$ cat src/common/frtm_pkg.sv
// package: constants, types and field layouts of the fp rounding and trap mode unit
package frtm_pkg;
  // --------------------------------------------------------------
  // register map over apb (byte addresses)
  // --------------------------------------------------------------
  localparam logic [11:0] FRTM_CTL_LO_ADDR = 12'h000; // control bits 31:0
  localparam logic [11:0] FRTM_CTL_HI_ADDR = 12'h004; // control bits 63:32
  localparam logic [11:0] FRTM_TRAP_ADDR = 12'h008; // pending trap summary
  // fields inside the high control word
  localparam int FRTM_SUM_POS = 31; // control bit 63
  localparam int FRTM_DYN_POS = 26; // control bits 59:58
  localparam int FRTM_EXC_POS = 20; // control bits 57:52
  // fields inside the trap summary word
  localparam int FRTM_TRAP_SW_POS = 6; // software completion copy
  localparam int FRTM_TRAP_PEND_POS = 7; // trap pending
  // --------------------------------------------------------------
  // reset values and number formats
  // --------------------------------------------------------------
  localparam logic [1:0] FRTM_DYN_RST = 2'h2; // nearest after reset
  localparam int FRTM_FRAC_W = 52; // fraction width of the double formats
  localparam int FRTM_EXP_W = 14; // signed unbiased exponent width
  localparam logic signed [13:0] FRTM_STD_EMAX = 14'sd1023;
  localparam logic signed [13:0] FRTM_STD_EMIN = -14'sd1022;
  localparam logic signed [13:0] FRTM_STD_BIAS = 14'sd1023;
  localparam logic signed [13:0] FRTM_LEG_EMAX = 14'sd1022;
  localparam logic signed [13:0] FRTM_LEG_EMIN = -14'sd1024;
  localparam logic signed [13:0] FRTM_LEG_BIAS = 14'sd1025;
  // rounding field codes, same in the instruction and the dynamic field
  localparam logic [1:0] FRTM_RND_CHOP = 2'h0;
  localparam logic [1:0] FRTM_RND_MINUS = 2'h1;
  localparam logic [1:0] FRTM_RND_NORM = 2'h2;
  localparam logic [1:0] FRTM_RND_DYN = 2'h3; // plus when in the field
  // --------------------------------------------------------------
  // types
  // --------------------------------------------------------------
  typedef enum logic [2:0] {
    FRTM_DIR_NEAR_EVEN, FRTM_DIR_NEAR_AWAY, FRTM_DIR_ZERO,
    FRTM_DIR_PLUS, FRTM_DIR_MINUS
  } frtm_dir_t;
  // exception flags, ordered as control bits 57:52
  typedef struct packed {
    logic iov; logic ine; logic unf; logic ovf; logic dze; logic inv;
  } frtm_exc_t;
  // trap modifier bits of the instruction
  typedef struct packed {
    logic inexact; logic sw; logic enable;
  } frtm_tmod_t;
  // one operation entering the unit
  typedef struct packed {
    logic is_std; logic is_cvt; logic [1:0] rnd; frtm_tmod_t tmod;
    logic zero; logic sign; logic signed [13:0] exp;
    logic [51:0] frac; logic rbit; logic sticky;
    logic inv; logic dze; logic iov;
  } frtm_op_t;
  // one finished operation
  typedef struct packed {
    logic [63:0] value; frtm_exc_t exc; logic trap; logic sw;
  } frtm_res_t;
endpackage : frtm_pkg

$ cat src/design/frtm_unit.sv
// rounding, range check and trap mode logic of the floating-point operate path
`timescale 1ns/1ps
`default_nettype none
module frtm_unit #(
  parameter int FRAC_W = 52 // fraction width; only 52 is served
) (
  input wire logic clock_in, // 40 mhz core clock
  input wire logic nrst_in, // synchronous, active low
  input wire logic op_valid_in, // one operation this cycle
  input wire frtm_pkg::frtm_op_t op_in, // true result and modifiers
  input wire logic barrier_in, // barrier or privileged call at issue
  input wire logic trap_ack_in, // dispatch has taken the trap
  output logic res_valid_out, // result valid, one cycle
  output frtm_pkg::frtm_res_t res_out, // rounded result and flags
  output logic trap_req_out, // an arithmetic trap is pending
  output frtm_pkg::frtm_exc_t trap_exc_out, // flags of pending trap
  output logic trap_sw_out, // software completion copy
  output logic barrier_hold_out, // barrier must wait
  input wire logic psel, // apb select
  input wire logic penable, // apb access phase
  input wire logic pwrite, // apb direction
  input wire logic [11:0] paddr, // apb byte address
  input wire logic [31:0] pwdata, // apb write data
  output logic [31:0] prdata, // apb read data
  output logic pready, // apb ready
  output logic pslverr // apb error on unmapped
);
  import frtm_pkg::*;
  // one operation per cycle, no back-pressure
  // result and flags leave one cycle later
  // pending traps wait for the dispatch ack
  // barrier holds while anything may trap

  // --------------------------------------------------------------
  // elaboration check
  // --------------------------------------------------------------
  // incrementer and encoder are sized for 52 bits
  if (FRAC_W != FRTM_FRAC_W) begin : g_bad_width
    $error("frtm_unit serves a 52 bit fraction only");
  end

  // --------------------------------------------------------------
  // state
  // --------------------------------------------------------------
  // every flop below resets synchronously
  // the control word splits across two apb words
  logic [1:0] dyn_ff; // dynamic rounding field
  frtm_exc_t fpc_exc_ff; // sticky control exception bits
  logic res_valid_ff; // output stage valid
  frtm_res_t res_ff; // output stage data
  logic pend_ff; // trap pending
  frtm_exc_t pend_exc_ff; // accumulated trap flags
  logic pend_sw_ff; // accumulated software bit

  // --------------------------------------------------------------
  // rounding direction decode
  // --------------------------------------------------------------
  // legacy ignores the dynamic field entirely
  // decode is pure logic, no extra stage
  frtm_dir_t dir; // direction used for this operation
  logic [1:0] eff_rnd; // rnd after dynamic substitution
  always_comb begin
    // dynamic code pulls the direction from the control field
    eff_rnd = (op_in.rnd == FRTM_RND_DYN) ? dyn_ff : op_in.rnd;
    dir = FRTM_DIR_NEAR_EVEN;
    if (!op_in.is_std) begin
      // legacy has only normal and chopped; other codes read as normal
      dir = (op_in.rnd == FRTM_RND_CHOP) ? FRTM_DIR_ZERO : FRTM_DIR_NEAR_AWAY;
    end else begin
      case (eff_rnd)
        FRTM_RND_CHOP: dir = FRTM_DIR_ZERO;
        FRTM_RND_MINUS: dir = FRTM_DIR_MINUS;
        FRTM_RND_NORM: dir = FRTM_DIR_NEAR_EVEN;
        // plus only arises through the dynamic field
        FRTM_RND_DYN: dir = FRTM_DIR_PLUS;
        default: dir = FRTM_DIR_NEAR_EVEN;
      endcase
    end
  end

  // --------------------------------------------------------------
  // rounding increment and mantissa add
  // --------------------------------------------------------------
  // one incrementer serves all five directions
  // a carry renormalises to 1.0 at exp plus one
  // directed rounding looks only at the sign and the lost bits
  logic inc; // add one lsb
  logic lost; // bits below lsb were non-zero
  logic [53:0] mant_sum; // hidden bit, fraction, carry
  logic signed [13:0] r_exp; // exponent after rounding
  logic [51:0] r_frac; // fraction after rounding
  always_comb begin
    lost = op_in.rbit | op_in.sticky;
    // an exact result never gets an increment under any direction
    case (dir)
      FRTM_DIR_NEAR_EVEN: inc = op_in.rbit & (op_in.sticky | op_in.frac[0]);
      FRTM_DIR_NEAR_AWAY: inc = op_in.rbit;
      FRTM_DIR_ZERO: inc = 1'b0;
      FRTM_DIR_PLUS: inc = lost & !op_in.sign;
      FRTM_DIR_MINUS: inc = lost & op_in.sign;
      default: inc = 1'b0;
    endcase
    mant_sum = {2'b01, op_in.frac} + {53'h0, inc};
    // a carry out of the mantissa steps the exponent up
    r_exp = op_in.exp + (mant_sum[53] ? 14'sd1 : 14'sd0);
    r_frac = mant_sum[53] ? 52'h0 : mant_sum[51:0];
  end

  // --------------------------------------------------------------
  // range check on the rounded value
  // --------------------------------------------------------------
  // limits hold the 1.f form of each format
  // zero inputs never raise a range flag
  // the biased exponent is cut to eleven bits
  logic signed [13:0] emax; // largest exponent of the format
  logic signed [13:0] emin; // smallest normal exponent
  logic signed [13:0] bias; // encoding bias
  logic ovf; // rounded magnitude above max
  logic unf; // rounded non-zero magnitude below min
  logic [13:0] b_exp; // biased exponent
  always_comb begin
    emax = op_in.is_std ? FRTM_STD_EMAX : FRTM_LEG_EMAX;
    emin = op_in.is_std ? FRTM_STD_EMIN : FRTM_LEG_EMIN;
    bias = op_in.is_std ? FRTM_STD_BIAS : FRTM_LEG_BIAS;
    // checking after rounding gives each documented threshold exactly,
    // e.g. nearest overflows at max plus half an lsb
    ovf = !op_in.zero & (r_exp > emax);
    unf = !op_in.zero & (r_exp < emin);
    b_exp = 14'(r_exp + bias);
  end

  // --------------------------------------------------------------
  // exception flags and trap enables
  // --------------------------------------------------------------
  // flags are detected whatever the trap mode;
  // enables only gate the trap request
  // invalid and divide hide the derived flags
  frtm_exc_t exc; // conditions detected
  frtm_exc_t ena; // conditions allowed to trap
  logic trap; // this operation traps
  always_comb begin
    exc.inv = op_in.inv;
    exc.dze = op_in.dze & !op_in.inv;
    exc.ovf = ovf & !op_in.inv & !op_in.dze;
    exc.unf = unf & !op_in.inv & !op_in.dze;
    exc.ine = lost & !op_in.zero & !op_in.inv & !op_in.dze;
    exc.iov = op_in.iov & op_in.is_cvt;
    // invalid, divide and overflow always trap
    ena.inv = 1'b1;
    ena.dze = 1'b1;
    ena.ovf = 1'b1;
    // underflow enable from the u modifier on non-converts
    ena.unf = !op_in.is_cvt & op_in.tmod.enable;
    // int overflow enable from the v modifier on converts
    ena.iov = op_in.is_cvt & op_in.tmod.enable;
    // inexact only for standard ops with the i modifier
    ena.ine = op_in.is_std & op_in.tmod.inexact;
    // a disabled condition is masked alone
    trap = |(exc & ena);
  end

  // --------------------------------------------------------------
  // result value
  // --------------------------------------------------------------
  // underflow beats sign: no minus zero escapes an underflow
  logic [63:0] value; // encoded result
  always_comb begin
    if (unf || (op_in.zero && !op_in.is_std)) begin
      // underflow writes 64 zero bits whatever the sign or enable
      value = 64'h0;
    end else if (op_in.zero) begin
      value = {op_in.sign, 63'h0}; // standard keeps minus zero
    end else begin
      // on overflow the value is unpredictable; the raw field is kept
      value = {op_in.sign, b_exp[10:0], r_frac};
    end
  end

  // --------------------------------------------------------------
  // output stage
  // --------------------------------------------------------------
  always_ff @(posedge clock_in) begin
    if (!nrst_in) begin
      res_valid_ff <= 1'b0;
      res_ff <= '0;
    end else begin
      res_valid_ff <= op_valid_in;
      if (op_valid_in) begin
        res_ff.value <= value;
        res_ff.exc <= exc;
        res_ff.trap <= trap;
        // software bit never steers execution, only reporting
        res_ff.sw <= op_in.tmod.sw;
      end
    end
  end
  assign res_valid_out = res_valid_ff;
  assign res_out = res_ff;
  // data holds until the next valid operation,
  // so the far side may sample it late

  // --------------------------------------------------------------
  // pending trap accumulation
  // --------------------------------------------------------------
  // flags of traps in one shadow merge, so the
  // handler sees every condition at once
  // a trap in the ack cycle stays pending
  logic new_trap; // a trapping result leaves the output stage
  assign new_trap = res_valid_ff & res_ff.trap;
  always_ff @(posedge clock_in) begin
    if (!nrst_in) begin
      pend_ff <= 1'b0;
      pend_exc_ff <= '0;
      pend_sw_ff <= 1'b0;
    end else if (new_trap) begin
      // a trap during ack replaces the acked flags instead of merging: set wins
      pend_ff <= 1'b1;
      pend_exc_ff <= (trap_ack_in ? '0 : pend_exc_ff) | res_ff.exc;
      pend_sw_ff <= (trap_ack_in ? 1'b0 : pend_sw_ff) | res_ff.sw;
    end else if (trap_ack_in) begin
      pend_ff <= 1'b0;
      pend_exc_ff <= '0;
      pend_sw_ff <= 1'b0;
    end
  end
  // summary outputs come straight from flops
  assign trap_req_out = pend_ff;
  assign trap_exc_out = pend_exc_ff;
  assign trap_sw_out = pend_sw_ff;
  // a barrier waits for anything in flight and anything pending
  assign barrier_hold_out = barrier_in & (pend_ff | new_trap | res_valid_ff);

  // --------------------------------------------------------------
  // apb slave: zero wait states, error on unmapped
  // --------------------------------------------------------------
  // same clock as the core, so no synchroniser;
  // control low word is reserved and reads zero
  logic acc; // access phase
  logic wr_hi; // write to control high word
  logic hit; // mapped address
  assign acc = psel & penable;
  assign hit = (paddr == FRTM_CTL_LO_ADDR) | (paddr == FRTM_CTL_HI_ADDR)
             | (paddr == FRTM_TRAP_ADDR);
  assign wr_hi = acc & pwrite & (paddr == FRTM_CTL_HI_ADDR);
  assign pready = 1'b1;
  assign pslverr = acc & !hit;

  // a write takes effect at the access edge
  // dynamic field, written by software
  always_ff @(posedge clock_in) begin
    if (!nrst_in) begin
      dyn_ff <= FRTM_DYN_RST;
    end else if (wr_hi) begin
      dyn_ff <= pwdata[FRTM_DYN_POS +: 2];
    end
  end

  // legacy ops leave the sticky bits alone
  // sticky exception bits: standard ops set, software writes clear
  frtm_exc_t fpc_set; // bits raised this cycle
  assign fpc_set = (op_valid_in && op_in.is_std) ? exc : '0;
  always_ff @(posedge clock_in) begin
    if (!nrst_in) begin
      fpc_exc_ff <= '0;
    end else if (wr_hi) begin
      // a set in the same cycle as the write survives
      fpc_exc_ff <= pwdata[FRTM_EXC_POS +: 6] | fpc_set;
    end else begin
      fpc_exc_ff <= fpc_exc_ff | fpc_set;
    end
  end

  // read data is valid only in the access phase
  // read mux; reserved bits read zero
  always_comb begin
    prdata = 32'h0;
    if (acc && !pwrite) begin
      case (paddr)
        FRTM_CTL_HI_ADDR: begin
          prdata[FRTM_SUM_POS] = |fpc_exc_ff;
          prdata[FRTM_DYN_POS +: 2] = dyn_ff;
          prdata[FRTM_EXC_POS +: 6] = fpc_exc_ff;
        end
        FRTM_TRAP_ADDR: begin
          prdata[5:0] = pend_exc_ff;
          prdata[FRTM_TRAP_SW_POS] = pend_sw_ff;
          prdata[FRTM_TRAP_PEND_POS] = pend_ff;
        end
        default: prdata = 32'h0;
      endcase
    end
  end
endmodule : frtm_unit
`default_nettype wire

$ cat config.mk
export PLATFORM = sky130hd
export DESIGN_NAME = frtm_unit
export DESIGN_NICKNAME = d
export VERILOG_FILES = /design/src/common/frtm_pkg.sv /design/src/design/frtm_unit.sv
export SDC_FILE = /design/constraint.sdc
export NUM_CORES = 1
export LEC_CHECK = 0
export BUFFER_PORTS_ARGS = -buffer_cell sky130_fd_sc_hd__buf_2
export CORE_MARGIN = 5
export CORE_UTILIZATION = 40
export CTS_CLUSTER_DIAMETER = 50
export DETAILED_ROUTE_END_ITERATION = 6
export GPL_ROUTABILITY_DRIVEN = 0
export HOLD_SLACK_MARGIN = 0.05
export PLACE_DENSITY = 0.73
export SYNTH_ARGS = -nofsm -noshare
export SYNTH_HDL_FRONTEND = slang
export SYNTH_SLANG_ARGS = --single-unit
$ cat constraint.sdc
create_clock -name clock_in -period 9.78 [get_ports clock_in]
set_input_delay 0.978 -clock clock_in [delete_from_list [all_inputs] [get_ports clock_in]]
set_output_delay 0.978 -clock clock_in [all_outputs]
set_load 0.05 [all_outputs]
==> flow_summary_export.csv <==
group,metric,value,unit
pwr,p_sw_share,29.44,%
sta,slew_violations,0,
clocking,cts_hold_buf,0,
pwr,power.share.combinational,19.5,%
sta,final.setup.worst_slack,3.478,ns
finish,n_antenna_cell,0,
pwr,powerDensity,131.7,mW/mm^2
clocking,post_cts_resized,0,
finish,layout_common_cells,"buf_2, nand2_1, dfxtp_1, o21ai_0, xor2_1",
clocking,cts_buffers,9,
synthesis,synth_top_area_share,32.44,%
finish,instances_no_fill,1044,
floorplanning,die_h,127.2,um
floorplanning,core,0.01335,sq mm
worst_setup_path,cp.arrival,6.57,ns
clocking,root_buffer,"clkbuf_16",
floorplanning,initial_core_util,41.14,%
pwr,p_int,0.6356,mW
worst_hold_path,min_path_type,"register to register",
clocking,clock_path_buffers,2,
worst_setup_path,crit_path_max_fanout,19,
synthesis,synthArstFlopShare,0,%
global_routing,grt_pass1_vias,4821,
route,vias,5265,
pwr,leakagePower,3.008,nW
route,drcViolationCount,0,
clocking,cts_tree,"built",
synthesis,synth_ff_type,"dfxtp_1",
clocking,clock_latency,0.34,ns
worst_setup_path,critPathLaunchType,"primary input",
global_routing,grt_antenna_before_repair,0,
route,routed_via_density,5.043,
floorplanning,io_pins,248,
route,drtIter0Drc,269,
global_routing,grt.overflow.total,0,
place,io_buffers,207,
synthesis,syn_area,0.005492,sq mm
place,place_area,0.006541,sq mm
global_routing,grt_pass1_wl,24010,um
synthesis,ys_types,67,
floorplanning,placementRows,42,
worst_setup_path,critPathCaptureType,"register",
finish,final-seq-area,0.001782,sq mm
synthesis,ys_ff_latch,89,
synthesis,synth_edf_count,0,
pwr,clkPwrFrac,38.4,%
pwr,ir_drop,0.09622,mV
worst_setup_path,worstSetupPathType,"primary input to register",
clocking,clock-sinks,89,
global_routing,grt_max_degree,49,
sta,tns,0,ns
sta,final_hold_viol_count,0,
sta,timing.final.crit_share,64.43,%
clocking,path_clk_slew,0.06,ns
sta,slew_headroom,56.67,%
synthesis,synth.largest_area_cell,"dfxtp_1",
sta,finalCriticalPeriod,6.302,ns
run_status,status,"completed",
pwr,power.switching,0.2652,mW
route,ant_nets,0,
flow_run,maxCapViolCount,0,
finish,area_delta_synth_final,24.54,%
route,routed_wl,14770,um
finish,fillers,1341,
sta,finalClockSkew,0.006383,ns
global_routing,grtUsageTotal,18.00,%
pwr,sequentialPowerShare,42.1,%
worst_setup_path,critPathRequiredTime,10.05,ns
pwr,p_total,0.9008,mW
place,hpwl,11760,um
route,wl_per_cell,14.15,um
synthesis,synth_cells,674,
route,first_pass_iters,4,
finish,postLayoutCoreUtil,51.24,%
finish,multi_input_area,0.003421,sq mm
sta,timing.fmax,158.7,MHz
finish,postLayoutCellArea,0.006839,sq mm
clocking,postCtsSetupBuffers,0,
place,post-place-cells,1028,
synthesis,yosysWarnings,0,
sta,whs,0.4425,ns
floorplanning,dieWidth,127.2,um
sta,finalSetupViolCount,0,
finish,final_layout_size_suffix_gt1_share,29.61,%
finish,layout.nets,1013,
synthesis,synth_area_leaders,"dfxtp_1, nand2_1, xor2_1",
place,pre_cts_ws,2.996,ns
synthesis,yosysSeqAreaShare,32.44,%
sta,worstMarginPinSlew,0.6500,ns
clocking,htreeDepth,3,
sta,rsz0062_at_grt,"no",
synthesis,syn-mean-instance-area,8.148,sq um
finish,final_common_cell,"buf_2",
floorplanning,die_area,0.01617,sq mm
==> worst max-delay path, stage by stage <==
cell and delay, ns:
buf_2 0.08, inv_1 0.04, o21a_1 0.17, ha_1 0.33, o21ai_0 0.09, or2_2 0.27
a21oi_1 0.15, o21ai_0 0.08, and3_1 0.18, a21oi_1 0.13, ha_1 0.24, and4_1 0.28
and3_1 0.34, and2_0 0.42, nand3_1 0.27, nor2_1 0.25, ha_1 0.28, and4_1 0.40
a2111oi_1 0.14, nor3_1 0.35, o32ai_4 0.15, a21oi_2 0.28, o21ai_4 0.18, buf_4 0.27
o21ai_0 0.19
==> cells by family (layout without fill, tap and decap cells) <==
logic type | Yosys count | count (layout) | share of synthesized area [%]
AO/OA/AOI/OAI | 129 | 129 | 15.52
XOR/XNOR | 70 | 70 | 11.16
adder cells (fa/ha/maj) | 18 | 18 | 4.238
buffers and inverters | 63 | 243 | 6.357
flip-flops | 89 | 89 | 32.44
multiplexers | 12 | 12 | 2.187
other | 2 | 16 | 0.1368
AND/OR/NAND/NOR | 291 | 291 | 27.96
==> layout make-up <==
type,instances,area share [%]
Multi-Input combinational cell,536,50.02
Sequential cell,89,26.05
Timing Repair Buffer,209,15.37
Clock buffer,12,3.604
Tap cell,176,3.220
Inverter,18,0.9879
Clock inverter,4,0.7501
==> path summary, 6_finish.rpt <==
kind,to,slack (ns),from,cells past startpoint
max,res_out[12],3.48,op_in[76],25
max reg2reg,res_out[12],3.89,dyn_ff[1],23
min,res_out[59],0.44,res_out[59],2
min reg2reg,res_out[59],0.44,res_out[59],2
==> routing by layer <==
metal / routed length [um] / share of wire (%) / up-vias / GRT usage, %
li1: - / - / 2673 / -
met1: 6490 / 44 / 2411 / 23.63
met2: 6932 / 47 / 162 / 29.20
met4: 284 / 1.9 / 0 / 4.921
met3: 1062 / 7.2 / 19 / 4.925
met5: 0 / 0 / - / 0
==> power by group through the flow <==
| stage | logic [mW] | registers (mW) | clock network [mW] |
|---|---|---|---|
| finish | 0.175 | 0.379 | 0.346 |
| global route | 0.191 | 0.381 | 0.372 |
| CTS | 0.176 | 0.379 | 0.355 |
| detailed placement | 0.175 | 0.387 | 0 |
| global placement | 0.174 | 0.387 | 0 |
| floorplan | 0.0883 | 0.421 | 0 |
==> registers in the layout, summed over array words and instances, names as in the netlist <==
| register | count |
|---|---|
| res_valid_out | 1 |
| trap_req_out | 1 |
| dyn_ff | 2 |
| res_out | 72 |
| trap_sw_out | 1 |
| trap_exc_out | 6 |
| fpc_exc_ff | 6 |
==> synth_stat cells, types with 18 or more instances <==
library cell / n
o21ai_2: 18
a21oi_1: 19
o21ai_1: 18
buf_4: 20
xnor2_1: 31
inv_1: 18
dfxtp_1: 89
nor2b_1: 25
o21ai_0: 39
xor2_1: 39
nand3_1: 30
nand2_1: 108
and2_1: 20
nor2_1: 29
Note: power is estimated with default switching activity, not from simulation.
